`src/dispatch_pkg.sv`:
```
package dispatch_pkg;

   // ****************************************
   // Vector table layout
   // ****************************************
   localparam logic [19:0] VEC_TABLE_BASE = 20'h0_0000;
   localparam logic [19:0] VEC_TABLE_LAST = 20'h0_03FF;
   localparam int          VEC_BYTES      = 4;
   localparam int          TYPE_W         = 8;
   localparam int          ADDR_W         = 20;

   // ****************************************
   // Predefined types
   // ****************************************
   localparam logic [7:0] TYPE_DIVIDE   = 8'h00;
   localparam logic [7:0] TYPE_STEP     = 8'h01;
   localparam logic [7:0] TYPE_NMI      = 8'h02;
   localparam logic [7:0] TYPE_BREAK    = 8'h03;
   localparam logic [7:0] TYPE_OVERFLOW = 8'h04;

   // ****************************************
   // Opcodes and timing
   // ****************************************
   localparam logic [7:0] OP_SOFT_TRAP  = 8'hCD;
   localparam logic [7:0] OP_BREAK     = 8'hCC;
   localparam logic [7:0] OP_OVF_TRAP  = 8'hCE;
   localparam logic [7:0] OP_TRAP_RET  = 8'hCF;
   localparam int         ACK_IDLE_CLKS = 2;
   localparam logic [1:0] ACK_IDLE_LAST = 2'h1;

   // ****************************************
   // Carriers
   // ****************************************
   typedef struct packed {
      logic       valid;
      logic [7:0] opcode;
      logic [7:0] operand;
      logic       last_clk;
      logic       div_overflow;
   } instr_s;

   typedef struct packed {
      logic        trap_flag;
      logic        overflow_flag;
      logic        int_enable;
   } flags_s;

   typedef struct packed {
      logic [15:0] ip;
      logic [15:0] cs;
   } vector_s;

endpackage

```
`src/interrupt_vector_dispatch.sv`:
```
`timescale 1ns/10ps
module interrupt_vector_dispatch
   import dispatch_pkg::*;
(
   // Clock and reset
   input  wire logic                        clk_sys_i,
   input  wire logic                        resetn_i,
   // Instruction execution
   input  wire dispatch_pkg::instr_s        instr_i,
   input  wire dispatch_pkg::flags_s        flags_i,
   output logic                             stall_o,
   // Flag control
   output logic                             flags_save_o,
   output logic                             flags_restore_o,
   output logic                             flags_clear_o,
   // Control transfer
   output logic                             jump_o,
   output dispatch_pkg::vector_s            jump_vec_o,
   output logic [dispatch_pkg::TYPE_W-1:0]  jump_type_o,
   // External interrupt pins
   input  wire logic                        nmi_i,
   input  wire logic                        maskable_request_pin_i,
   output logic                             acknowledge_cycle_o,
   input  wire logic                        ack_data_valid_i,
   input  wire logic [15:0]                 ack_data_i,
   // Vector table memory
   output logic                             mem_rd_o,
   output logic [dispatch_pkg::ADDR_W-1:0]  mem_addr_o,
   input  wire logic                        mem_ack_i,
   input  wire logic [15:0]                 mem_data_i
);

   // ****************************************
   // Declarations
   // ****************************************
   typedef enum logic [2:0] {
      S_RUN, S_ACK1, S_ACK_IDLE, S_ACK2, S_FETCH, S_JUMP
   } disp_e;

   disp_e              state_r;
   logic [2:0]         nmi_sync_r;
   logic               nmi_pend_r;
   logic               step_arm_r;
   logic [1:0]         idle_cnt_r;
   logic [TYPE_W-1:0]  type_r;
   logic               fetch_start;
   logic               fetch_busy;
   logic               fetch_done;
   vector_s            fetch_vec;
   logic               boundary;
   logic               sw_hit;
   logic [TYPE_W-1:0]  sw_type;
   logic               step_hit;
   logic               maskable_request_pin_hit;
   logic               nmi_service;

   // ****************************************
   // Non-maskable input
   // ****************************************
   // Rise counts only once second and third stages agree
   logic nmi_level_r;
   always_ff @(posedge clk_sys_i or negedge resetn_i) begin
      if (!resetn_i) begin
         nmi_sync_r  <= '0;
         nmi_level_r <= 1'b0;
      end else begin
         nmi_sync_r <= {nmi_sync_r[1:0], nmi_i};
         if (nmi_sync_r[1] == nmi_sync_r[2]) begin
            nmi_level_r <= nmi_sync_r[2];
         end
      end
   end

   wire nmi_edge = (nmi_sync_r[1] == nmi_sync_r[2]) & nmi_sync_r[2] & ~nmi_level_r;

   // Latched so a short pulse is still serviced; set wins over clear
   always_ff @(posedge clk_sys_i or negedge resetn_i) begin
      if (!resetn_i) begin
         nmi_pend_r <= 1'b0;
      end else if (nmi_edge) begin
         nmi_pend_r <= 1'b1;
      end else if (nmi_service) begin
         nmi_pend_r <= 1'b0;
      end
   end

   // ****************************************
   // Source selection
   // ****************************************
   assign boundary = instr_i.valid & instr_i.last_clk & (state_r == S_RUN);

   always_comb begin
      sw_hit  = 1'b0;
      sw_type = TYPE_DIVIDE;
      if (instr_i.valid && instr_i.div_overflow) begin
         sw_hit  = 1'b1;
         sw_type = TYPE_DIVIDE;
      end else if (instr_i.opcode == OP_SOFT_TRAP) begin
         sw_hit  = 1'b1;
         sw_type = instr_i.operand;
      end else if (instr_i.opcode == OP_BREAK) begin
         sw_hit  = 1'b1;
         sw_type = TYPE_BREAK;
      end else if (instr_i.opcode == OP_OVF_TRAP && flags_i.overflow_flag) begin
         sw_hit  = 1'b1;
         sw_type = TYPE_OVERFLOW;
      end
   end

   // Step ignores interrupt enable
   assign step_hit    = step_arm_r;
   // Kept pending while a step trap wins the boundary, so the edge is not lost
   assign nmi_service = boundary & ~sw_hit & ~step_hit & nmi_pend_r;
   assign maskable_request_pin_hit    = maskable_request_pin_i & flags_i.int_enable;

   // Armed at the boundary after the flag was already set, so one
   // instruction runs first; a trap return arms only after the next one
   always_ff @(posedge clk_sys_i or negedge resetn_i) begin
      if (!resetn_i) begin
         step_arm_r <= 1'b0;
      end else if (boundary) begin
         step_arm_r <= flags_i.trap_flag && (instr_i.opcode != OP_TRAP_RET)
                       && !sw_hit && !step_arm_r;
      end
   end

   // ****************************************
   // Dispatch sequence
   // ****************************************
   always_ff @(posedge clk_sys_i or negedge resetn_i) begin
      if (!resetn_i) begin
         state_r    <= S_RUN;
         type_r     <= '0;
         idle_cnt_r <= '0;
      end else begin
         case (state_r)
            S_RUN: begin
               if (boundary) begin
                  if (sw_hit) begin
                     type_r  <= sw_type;
                     state_r <= S_FETCH;
                  end else if (step_hit) begin
                     type_r  <= TYPE_STEP;
                     state_r <= S_FETCH;
                  end else if (nmi_pend_r) begin
                     type_r  <= TYPE_NMI;
                     state_r <= S_FETCH;
                  end else if (maskable_request_pin_hit) begin
                     state_r <= S_ACK1;
                  end
               end
            end
            S_ACK1: begin
               idle_cnt_r <= '0;
               state_r    <= S_ACK_IDLE;
            end
            S_ACK_IDLE: begin
               idle_cnt_r <= idle_cnt_r + 2'h1;
               if (idle_cnt_r == ACK_IDLE_LAST) begin
                  state_r <= S_ACK2;
               end
            end
            S_ACK2: begin
               if (ack_data_valid_i) begin
                  type_r  <= ack_data_i[7:0];
                  state_r <= S_FETCH;
               end
            end
            S_FETCH: begin
               if (fetch_done) begin
                  state_r <= S_JUMP;
               end
            end
            S_JUMP:  state_r <= S_RUN;
            default: state_r <= S_RUN;
         endcase
      end
   end

   assign fetch_start = (state_r == S_FETCH) & ~fetch_busy & ~fetch_done;

   vector_fetch u_fetch (
      .clk_sys_i  (clk_sys_i),
      .resetn_i   (resetn_i),
      .start_i    (fetch_start),
      .type_i     (type_r),
      .busy_o     (fetch_busy),
      .done_o     (fetch_done),
      .vector_o   (fetch_vec),
      .mem_rd_o   (mem_rd_o),
      .mem_addr_o (mem_addr_o),
      .mem_ack_i  (mem_ack_i),
      .mem_data_i (mem_data_i)
   );

   // ****************************************
   // Outputs
   // ****************************************
   assign acknowledge_cycle_o = (state_r == S_ACK1) | (state_r == S_ACK2);
   assign stall_o             = (state_r != S_RUN);
   assign flags_restore_o     = boundary & (instr_i.opcode == OP_TRAP_RET) & ~sw_hit;

   always_ff @(posedge clk_sys_i or negedge resetn_i) begin
      if (!resetn_i) begin
         jump_o       <= 1'b0;
         jump_vec_o   <= '0;
         jump_type_o  <= '0;
         flags_save_o <= 1'b0;
         flags_clear_o <= 1'b0;
      end else begin
         jump_o        <= (state_r == S_FETCH) & fetch_done;
         flags_save_o  <= (state_r == S_FETCH) & fetch_done;
         flags_clear_o <= (state_r == S_FETCH) & fetch_done;
         if ((state_r == S_FETCH) && fetch_done) begin
            jump_vec_o  <= fetch_vec;
            jump_type_o <= type_r;
         end
      end
   end

endmodule // interrupt_vector_dispatch

```
`src/vector_fetch.sv`:
```
`timescale 1ns/10ps
module vector_fetch
   import dispatch_pkg::*;
(
   // Clock and reset
   input  wire logic                        clk_sys_i,
   input  wire logic                        resetn_i,
   // Request
   input  wire logic                        start_i,
   input  wire logic [dispatch_pkg::TYPE_W-1:0] type_i,
   output logic                             busy_o,
   output logic                             done_o,
   output dispatch_pkg::vector_s            vector_o,
   // Memory word port
   output logic                             mem_rd_o,
   output logic [dispatch_pkg::ADDR_W-1:0]  mem_addr_o,
   input  wire logic                        mem_ack_i,
   input  wire logic [15:0]                 mem_data_i
);

   typedef enum logic [1:0] {F_IDLE, F_IP, F_CS} fetch_e;

   fetch_e                     state_r;
   logic [ADDR_W-1:0]          base_r;

   // Type times four, inside the table
   function automatic logic [ADDR_W-1:0] vec_addr(input logic [TYPE_W-1:0] t);
      vec_addr = VEC_TABLE_BASE | {10'h000, t, 2'b00};
   endfunction

   assign busy_o     = (state_r != F_IDLE);
   assign mem_rd_o   = busy_o;
   assign mem_addr_o = (state_r == F_CS) ? base_r + 20'h0_0002 : base_r;

   always_ff @(posedge clk_sys_i or negedge resetn_i) begin
      if (!resetn_i) begin
         state_r  <= F_IDLE;
         base_r   <= '0;
         vector_o <= '0;
         done_o   <= 1'b0;
      end else begin
         done_o <= 1'b0;
         case (state_r)
            F_IDLE: begin
               if (start_i) begin
                  base_r  <= vec_addr(type_i);
                  state_r <= F_IP;
               end
            end
            F_IP: begin
               if (mem_ack_i) begin
                  vector_o.ip <= mem_data_i;
                  state_r     <= F_CS;
               end
            end
            F_CS: begin
               if (mem_ack_i) begin
                  vector_o.cs <= mem_data_i;
                  done_o      <= 1'b1;
                  state_r     <= F_IDLE;
               end
            end
            default: state_r <= F_IDLE;
         endcase
      end
   end

endmodule // vector_fetch

```
`config.mk`:
```
export PLATFORM = sky130hd
export DESIGN_NAME = interrupt_vector_dispatch
export DESIGN_NICKNAME = d
export VERILOG_FILES = /design/src/dispatch_pkg.sv /design/src/interrupt_vector_dispatch.sv /design/src/vector_fetch.sv
export SDC_FILE = /design/constraint.sdc
export NUM_CORES = 1
export LEC_CHECK = 0
export BUFFER_PORTS_ARGS = -buffer_cell sky130_fd_sc_hd__buf_2
export CORE_MARGIN = 2
export CORE_UTILIZATION = 50
export DETAILED_ROUTE_END_ITERATION = 16
export GPL_TIMING_DRIVEN = 1
export PLACE_DENSITY_LB_ADDON = 0.1
export SLEW_MARGIN = 30
export SYNTH_ARGS = -nofsm -noshare
export SYNTH_HDL_FRONTEND = slang
export SYNTH_SLANG_ARGS = --single-unit
```
`constraint.sdc`:
```
create_clock -name clk_sys_i -period 5 [get_ports clk_sys_i]
set_input_delay 1 -clock clk_sys_i [delete_from_list [all_inputs] [get_ports clk_sys_i]]
set_output_delay 1 -clock clk_sys_i [all_outputs]
set_load 0.01 [all_outputs]
```
==> results.ini, run 1 <==
[clock_tree]
clk_path_buf_depth=2
cts_tree=yes
cts.hold.buffers_added=0
postCtsResizedCells=0
postCtsSetupRepairBufs=0
clkTransAtPathRegs_ns=0.09
clk_latency_ns=0.35
clk_root_buffer_cell=clkbuf_8
cts_buffers=9
clock-sinks=103
cts_max_level=3

[power]
p_leak_nw=2.63
power_density_nw_per_um2=497
power.total_w=0.00249
vdd_drop_max_v=0.000246

[yosys]
synthAdderAreaFrac_pct=0.590
ys_seq_area_share_pct=60.7
syn_inst=295
ys_ff_latch=103
synthXorXnorAreaFrac_pct=0
synth.mux.area_fraction_pct=23.6
synth_top_area_share_pct=60.7
yosys-top-cells-area=dfrtp_1 61%, mux2_2 23%, buf_4 2.3%, a22o_1 1.4%, buf_2 1.1%
synth_cell_type_count=41
syn_area_per_cell_um2=14.4
synth_area_leader_cell=dfrtp_1
synth_top_family_by_area=multiplexers
synth_compound_area_share_pct=5.78
ys_warn_count=0
synth_area_um2=4240
yosys.area_share.simple_pct=4.75

[floorplanning]
num_rows=33
top_level_ports=127
start_util_pct=51.6
die_x_um=96.1
fp.dieArea_um2=9240
die_y_um=96.1
core_um2=8220

[finish]
fin_nets=464
antenna-diode-count=0
drive_gt1_share_pct=54.7
area_growth_pct=18.1

[timing]
setup-violations-final=0
worst_slew_pin_slew_ns=0.852
min_period_ns=3.03
fin_setup_tns_ns=0
timing.slew.headroom_pct=43.1
rsz0062_at_grt=no
fmax_mhz=330
clock_skew_ns=0.00687
maxSlewViolCount=0
fin_crit_sh_pct=60.6
hold_viol=0

[status]
status=complete, no violations

[critical_path]
critPathCaptureType=output pin
critPathKind=input port to output pin
critPathArrivalTime_ns=2.03
reg2reg_depth=5
crit_path_start_kind=input port
path_max_fanout=4
critical_path.max_stage_delay_ns=0.31
crit_chain=buf_2 > and4bb_2 > and3_2 > nand3_1 > nor3_1 > buf_2
worst_path_max_delay_cell=and4bb_2
cp_data_required_time_ns=4.00
crit_top_cell=buf_2

[global_routing]
antenna_found_initial=0
grt_usage_pct=17.8
grt_max_degree=59
grt_overflow=0
first_global_vias=2589
grt_pass1_wl_mm=12.5

[detailed_routing]
wl_per_cell_um=15.1
vias=2652
drt_wl_total_mm=7.74
drtPass1Iterations=4
detail-route-antenna-nets=0
drtIter0Drc=45
drc=0
viasPerCell=5.19

[placed_design]
place_hpwl_mm=5.47
port_buffers=107
place_congestion=0.814

[hold_path]
hold_depth=0
holdCritPathClass=flop to flop

[run]
maxCapViolCount=0

[report_power, final]
part	leakage (nW)	internal, W	switching, W
Clock	0.0953	0.000228	0.000266
Combinational	1.20	0.000399	0.000318
Sequential	1.34	0.00112	0.000163
Total	2.63	0.00175	0.000747
[cell usage in the layout, fill, tap and decap left out, types with 3 or more instances in the layout]
| cell type | count |
|---|---|
| clkinv_2 | 3 |
| a22o_1 | 7 |
| clkbuf_8 | 9 |
| a21oi_1 | 3 |
| nor3_1 | 3 |
| conb_1 | 11 |
| nor2b_1 | 4 |
| buf_2 | 106 |
| nand2_1 | 8 |
| inv_1 | 11 |
| mux2_2 | 88 |
| dfrtp_1 | 103 |
| nor2_1 | 3 |
| nand3_1 | 4 |
| o21ai_0 | 6 |
[metrics by stage]
stage / instance area [µm²] / hold WS [ns] / util, % / instances / setup WS, ns
floorplan: 4280 / 0.331 / - / 305 / 2.14
detailed placement: 4820 / 0.366 / 58.6 / 495 / 1.97
global route: 5010 / 0.402 / 61.0 / 511 / 1.89
global placement: 4810 / 0.337 / 58.6 / 495 / 1.98
finish: 5010 / 0.374 / 61.0 / 511 / 1.97
CTS: 5000 / 0.386 / 60.9 / 510 / 1.97
[worst paths after layout]
check,startpoint,end,slack [ns]
worst min-delay path,nmi_sync_r[0]$_DFF_PN0_,nmi_sync_r[1]$_DFF_PN0_,0.37
worst max-delay path,instr_i[14],flags_restore_o,1.97
max in group asynchronous,resetn_i,jump_vec_o[2]$_DFFE_PN0P_,3.24
worst min register to register,nmi_sync_r[0]$_DFF_PN0_,nmi_sync_r[1]$_DFF_PN0_,0.37
min in group asynchronous,resetn_i,u_fetch.base_r[5]$_DFFE_PN0P_,0.69
worst max register to register,state_r[2]$_DFFE_PN0P_,type_r[7]$_DFFE_PN0P_,2.95
[logic make-up (layout without fill, tap and decap cells)]
kind of cell,after synthesis,count (layout)
other,1,11
AND/OR/NAND/NOR,35,35
adder cells (fa/ha/maj),2,2
AO/OA/AOI/OAI,31,31
flip-flops,103,103
buffers and inverters,34,135
multiplexers,89,89
[critical path, delay by kind of cell]
kind,cells,cell delay (ns)
buffers and inverters,2,0.24
AND/OR/NAND/NOR,4,0.78
[synth_stat cells (all sizes together)]
master / number
nand2b: 1
a32oi: 1
nor3: 3
a31oi: 1
or2: 2
o32ai: 1
nand2: 8
nor2b: 4
dfrtp: 103
conb: 1
inv: 11
o2bb2ai: 2
nand3b: 1
a22o: 7
or3: 1
o21bai: 1
buf: 22
nor2: 4
o22ai: 1
a22oi: 1
a32o: 2
o21ai: 7
nor4b: 1
a21boi: 1
clkbuf: 1
and3b: 1
mux2: 89
and4bb: 1
and3: 4
o2111ai: 1
a21oi: 4
a311oi: 1
ha: 2
nand3: 4
[state kept, by name (all words and copies together) (netlist names)]
| signal | flops |
|---|---|
| jump_vec_o | 32 |
| u_fetch.vector_o | 32 |
| jump_type_o | 8 |
| type_r | 8 |
| u_fetch.base_r | 8 |
| nmi_sync_r | 3 |
| state_r | 3 |
| idle_cnt_r | 2 |
| u_fetch.state_r | 2 |
| jump_o | 1 |
| nmi_level_r | 1 |
| nmi_pend_r | 1 |
| step_arm_r | 1 |
| u_fetch.done_o | 1 |
[area by class of cell]
cell class | instances | area, µm²
multi-input combinational | 168 | 1520
inverter | 11 | 41.3
clock inverter | 6 | 61.3
fill | 703 | 3200
tap | 105 | 131
timing repair buffer | 109 | 557
sequential | 103 | 2580
clock buffer | 9 | 124
[metal layers]
metal	vias up	global-route usage, %	part of all wire, %
li1	1240	-	-
met1	1328	23.5	45
met2	74	28.0	47
met3	10	5.64	7.3
met4	0	5.71	1.2
met5	-	0	0
Power figures use the tool's default switching activity.
==> run 2: changes to the inputs <==
- CORE_UTILIZATION: 50 -> 46
- clock period: 5 -> 2.75 ns (I/O delays scaled with it)
==> run 2 against run 1 <==
- critical path depth unchanged
- non-clock buffer count increased by 3
- first-iteration DRC count decreased by 8.9%
- register-to-register slack got worse by 2.2 ns
- die area increased by 8.3%
- sequential cell count unchanged
- final cell count increased by 2.0%
- worst hold slack got worse by 0.15 ns
- sequential power increased by 82%
- wire length increased by 1.8%
- global-route usage decreased by 1.1 points
- largest cell class unchanged
- highest routed layer unchanged
==> results.ini, run 2 (synthesis results as in run 1) <==
[timing]
rsz0062_at_grt=no
timing.hold.ws_ns=0.224  ; -0.151 ns
clock_skew_ns=0.0126  ; +0.00570 ns
fin_crit_sh_pct=78.3
min_period_ns=2.15
fin_setup_tns_ns=0  ; unchanged
hold_viol=0  ; unchanged
fmax_mhz=465
maxSlewViolCount=0  ; unchanged
setup-violations-final=0  ; unchanged
worst_slew_pin_slew_ns=0.539  ; -0.312 ns
timing.slew.headroom_pct=64.0  ; +21 points

[power]
power.total_w=0.00457  ; +83%
p_leak_nw=2.65  ; +0.90%
vdd_drop_max_v=0.000436  ; +78%
power_density_nw_per_um2=901  ; +81%

[critical_path]
crit_top_cell=buf_2
reg2reg_depth=5  ; unchanged
cp_data_required_time_ns=2.20  ; -1.80 ns
crit_path_start_kind=input port
crit_family=simple AND/OR/NAND/NOR gates
crit_cells=6  ; unchanged
path_max_fanout=4  ; unchanged
critPathKind=input port to output pin
crit_chain=buf_2 > and4bb_2 > and3_2 > nand3_1 > nor3_1 > buf_2
critPathBufInv=2  ; unchanged
critPathCaptureType=output pin
critPathArrivalTime_ns=1.60  ; -0.43 ns
worst_path_max_delay_cell=and4bb_2
critical_path.max_stage_delay_ns=0.32  ; about the same

[finish]
seq_area_um2=2580  ; unchanged
fin_cells=521  ; +2.0%
largestRegisters=jump_vec_o (32), u_fetch.vector_o (32)
layout.cells.most_common=buf_2
area_growth_pct=19.6
final_cell_mix=106 x buf_2, 103 x dfrtp_1, 88 x mux2_2, 11 x inv_1, 11 x conb_1
antenna-diode-count=0  ; unchanged
fin_nets=467  ; +0.65%
drive_gt1_share_pct=54.6  ; about the same
multiInputGateArea_um2=1520  ; -0.25%
nFillCells=804  ; +14%

[detailed_routing]
drtPass1Iterations=4  ; unchanged
drt_wl_total_mm=7.88  ; +1.8%
drtIter0Drc=41  ; -8.9%
drc=0  ; unchanged
vias=2674  ; +0.83%
wl_per_cell_um=15.1  ; -0.11%
detail-route-antenna-nets=0  ; unchanged
viasPerCell=5.13  ; -1.1%

[run]
maxCapViolCount=0  ; unchanged

[floorplanning]
start_util_pct=46.6  ; -5.1 points
num_rows=35  ; +6.1%
core_um2=9110  ; +11%
fp.dieArea_um2=10000  ; +8.3%
die_x_um=100  ; +4.1%
die_y_um=100  ; +4.1%
top_level_ports=127  ; unchanged

[clock_tree]
clk_latency_ns=0.35  ; about the same
clk_path_buf_depth=2  ; unchanged
clock-sinks=103  ; unchanged
cts_tree=yes
clk_root_buffer_cell=clkbuf_8
clkTransAtPathRegs_ns=0.09  ; about the same
postCtsResizedCells=0  ; unchanged
postCtsSetupRepairBufs=0  ; unchanged
cts.hold.buffers_added=0  ; unchanged
cts_max_level=3  ; unchanged
cts_buffers=9  ; unchanged

[global_routing]
antenna_found_initial=0  ; unchanged
grt_pass1_wl_mm=13.0  ; +4.2%
first_global_vias=2659  ; +2.7%
grt_max_degree=104  ; +76%
grt_overflow=0  ; unchanged
grt_usage_pct=16.7  ; -1.1 points

[placed_design]
place_hpwl_mm=5.59  ; +2.2%
dp_cells=505  ; +2.0%
port_buffers=107  ; unchanged
place_congestion=0.830  ; +2.0%

[status]
status=complete, no violations

[hold_path]
holdCritPathClass=input port to async pin

[run 2: cell count changes in the layout (fill, tap and decap cells not counted)]
cell,change
buf_4,+2
clkbuf_1,+2
inv_6,-1
clkinv_2,-3
buf_6,-1
and3_2,+1
buf_12,+2
clkinv_4,+2
and3_4,-1
clkbuf_8,+1
[run 2: through the flow]
step                instance area, µm²  worst slack, ns  utilization, %
global route                      5070            0.465            55.7
detailed placement                4870            0.593            53.5
floorplan                         4280            0.785               -
CTS                               5070            0.593            55.7
global placement                  4870            0.599            53.5
finish                            5070            0.597            55.7
[run 2: final timing paths]
check                                   startpoint                            end  slack, ns
max                                    instr_i[14]                flags_restore_o       0.60
min reg2reg                nmi_sync_r[0]$_DFF_PN0_        nmi_sync_r[1]$_DFF_PN0_       0.37
min in group clk_sys_i                       nmi_i        nmi_sync_r[0]$_DFF_PN0_       0.30
max reg2reg                 state_r[2]$_DFFE_PN0P_          type_r[5]$_DFFE_PN0P_       0.72
min                                       resetn_i  u_fetch.base_r[3]$_DFFE_PN0P_       0.22
max in group asynchronous                 resetn_i       u_fetch.done_o$_DFF_PN0_       2.09
[run 2: routing by layer]
| layer | routed length, µm | up-vias | share of wire [%] | global-route usage, % |
|---|---|---|---|---|
| li1 | - | 1241 | - | - |
| met1 | 3350 | 1361 | 42 | 20.7 |
| met2 | 3970 | 65 | 50 | 28.2 |
| met3 | 494 | 7 | 6.3 | 5.15 |
| met4 | 72 | 0 | 0.91 | 5.06 |
| met5 | 0 | - | 0 | 0 |
[run 2: final cells by class]
type                            count  area share (%)
Inverter                           11           0.814
Timing Repair Buffer              112            11.8
Sequential cell                   103            50.8
Tap cell                          111            2.74
Clock inverter                      4            1.08
Clock buffer                       12            2.86
Multi-Input combinational cell    168            29.9
[run 2: worst reg2reg max path: stages (launching register included)]
cell and delay [ns]:
dfrtp_1 0.51, and3b_1 0.56, a21oi_2 0.11, and3_1 0.27
a22o_1 0.21, mux2_2 0.26
[run 2: report_power, final]
| part | switching, W | internal [W] | leakage (nW) |
|---|---|---|---|
| clock network | 0.000487 | 0.000450 | 0.0968 |
| registers | 0.000291 | 0.00203 | 1.34 |
| logic | 0.000581 | 0.000731 | 1.22 |
==> run 3: changes to the inputs <==
- CORE_UTILIZATION: 46 -> 50
- clock period: 2.75 -> 2.03 ns (I/O delays scaled with it)
==> run 3 against run 2 <==
- final area is 0.91% higher
- register-to-register slack worse by 0.51 ns
- final cell count unchanged
- worst setup slack got worse by 0.44 ns
- power is 34% higher
- combinational power up 40%
- count of clock-buffer cells in the layout down 2
- sequential cell count did not move
- critical endpoint unchanged
- largest power group unchanged
==> results.ini, run 3 (synthesis results as in run 1) <==
[clock_tree]
clk_path_buf_depth=2  ; unchanged
cts_buffers=9  ; unchanged
cts_tree=yes
clk_root_buffer_cell=clkbuf_8
clk_latency_ns=0.35  ; about the same
clock-sinks=103  ; unchanged
cts_max_level=3  ; unchanged
clkTransAtPathRegs_ns=0.09  ; about the same
postCtsSetupRepairBufs=0  ; unchanged

[power]
power.total_w=0.00611  ; +34%
power_density_nw_per_um2=1190  ; +32%
p_leak_nw=2.67  ; +0.68%
vdd_drop_max_v=0.000632  ; +45%

[floorplanning]
core_um2=8220  ; -9.8%
num_rows=33  ; -5.7%
die_x_um=96.1  ; -3.9%
top_level_ports=127  ; unchanged
fp.dieArea_um2=9240  ; -7.7%
die_y_um=96.1  ; -3.9%
start_util_pct=51.6  ; +5.1 points

[critical_path]
reg2reg_slack_ns=0.21  ; -0.51 ns
critPathArrivalTime_ns=1.47  ; -0.13 ns
critical_path.max_stage_delay_ns=0.38  ; +0.06 ns
critPathCaptureType=output pin
critPathKind=flop to output pin
worst_path_max_delay_cell=dfrtp_1
crit_chain=buf_4 > nor2_1 > nand2_2 > nor3_1 > buf_2
path_max_fanout=13  ; +9
crit_path_start_kind=flop
cp_data_required_time_ns=1.62  ; -0.58 ns

[finish]
layout.cells.most_common=buf_2
final_cell_mix=106 x buf_2, 102 x dfrtp_1, 88 x mux2_2, 11 x inv_1, 11 x conb_1
antenna-diode-count=0  ; unchanged
fin_nets=473  ; +1.3%
drive_gt1_share_pct=55.8  ; +1.1 points
largestRegisters=jump_vec_o (32), u_fetch.vector_o (32)
area_growth_pct=20.7

[global_routing]
antenna_found_initial=0  ; unchanged
grt_max_degree=48  ; -54%
grt_overflow=0  ; unchanged
grt_pass1_wl_mm=12.5  ; -3.5%
grt_usage_pct=18.0  ; +1.3 points
first_global_vias=2647  ; -0.45%

[placed_design]
place_congestion=0.825  ; -0.63%
port_buffers=107  ; unchanged
place_hpwl_mm=5.52  ; -1.2%

[hold_path]
holdCritPathClass=input port to flop

[timing]
maxSlewViolCount=0  ; unchanged
rsz0062_at_grt=no
fmax_mhz=534
clock_skew_ns=0.0105  ; -0.00209 ns
setup-violations-final=0  ; unchanged
fin_setup_tns_ns=0  ; unchanged
hold_viol=0  ; unchanged
fin_crit_sh_pct=92.2
min_period_ns=1.87

[detailed_routing]
drt_wl_total_mm=7.64  ; -3.1%
wl_per_cell_um=14.7  ; -3.1%
vias=2666  ; -0.30%
viasPerCell=5.12  ; -0.30%
drtPass1Iterations=4  ; unchanged
drtIter0Drc=63  ; +54%
drc=0  ; unchanged
detail-route-antenna-nets=0  ; unchanged

[run]
maxCapViolCount=0  ; unchanged

[status]
status=complete, no violations

[run 3: routing by layer]
layer | track usage [%] | wire (µm) | part of all wire (%) | vias to the layer above
met4 | 7.50 | 122 | 1.6 | 0
met3 | 4.46 | 479 | 6.3 | 12
li1 | - | - | - | 1258
met1 | 24.2 | 3370 | 44 | 1321
met5 | 0 | 0 | 0 | -
met2 | 27.9 | 3670 | 48 | 75
[run 3: per-stage QoR]
stage | instance area [µm²] | instances | worst slack (ns) | utilization (%) | hold WS, ns
2_1_floorplan | 4280 | 305 | 0.283 | - | 0.110
3_3_place_gp | 4930 | 504 | 0.0289 | 60.0 | 0.322
3_5_place_dp | 4930 | 504 | 0.00595 | 60.0 | 0.322
4_1_cts | 5110 | 521 | 0.0269 | 62.2 | 0.140
5_1_grt | 5120 | 521 | 0.0346 | 62.3 | 0.141
6_report | 5120 | 521 | 0.158 | 62.3 | 0.160
[run 3: final cells by class]
| type | count | area (µm²) |
|---|---|---|
| Sequential cell | 103 | 2580 |
| Multi-Input combinational cell | 168 | 1520 |
| Clock buffer | 10 | 128 |
| Fill cell | 697 | 3100 |
| Inverter | 11 | 41.3 |
| Clock inverter | 6 | 45.0 |
| Timing Repair Buffer | 118 | 673 |
| Tap cell | 105 | 131 |
[run 3: where the power goes]
group | switching [W] | internal, W | leakage [nW] | total, W
clock | 0.000677 | 0.000450 | 0.0789 | 0.00113
combinational | 0.000814 | 0.00103 | 1.26 | 0.00184
sequential | 0.000384 | 0.00276 | 1.33 | 0.00314
total | 0.00187 | 0.00424 | 2.67 | 0.00611
[run 3: worst paths after layout]
path / from / endpoint / cells after the start
setup / recovery: state_r[2]$_DFFE_PN0P_ / flags_restore_o / 5
hold / removal: nmi_i / nmi_sync_r[0]$_DFF_PN0_ / 1
setup reg to reg: state_r[1]$_DFFE_PN0P_ / type_r[7]$_DFFE_PN0P_ / 5
hold reg to reg: nmi_sync_r[0]$_DFF_PN0_ / nmi_sync_r[1]$_DFF_PN0_ / 0
max in group asynchronous: resetn_i / jump_type_o[2]$_DFFE_PN0P_ / 3
min in group asynchronous: resetn_i / jump_type_o[3]$_DFFE_PN0P_ / 2
[run 3: repair_timing]
action                                  CTS  global route
endpoints found under the setup margin    0             1
gates resized for setup                   0             3
endpoints found under the hold margin    20             0
hold buffers                              1             0
[run 3: worst max-delay path, delay by kind of cell (launching register included)]
| kind | cells | cell delay, ns |
|---|---|---|
| buf+inv | 2 | 0.32 |
| simple gates | 3 | 0.40 |
| flops | 1 | 0.38 |
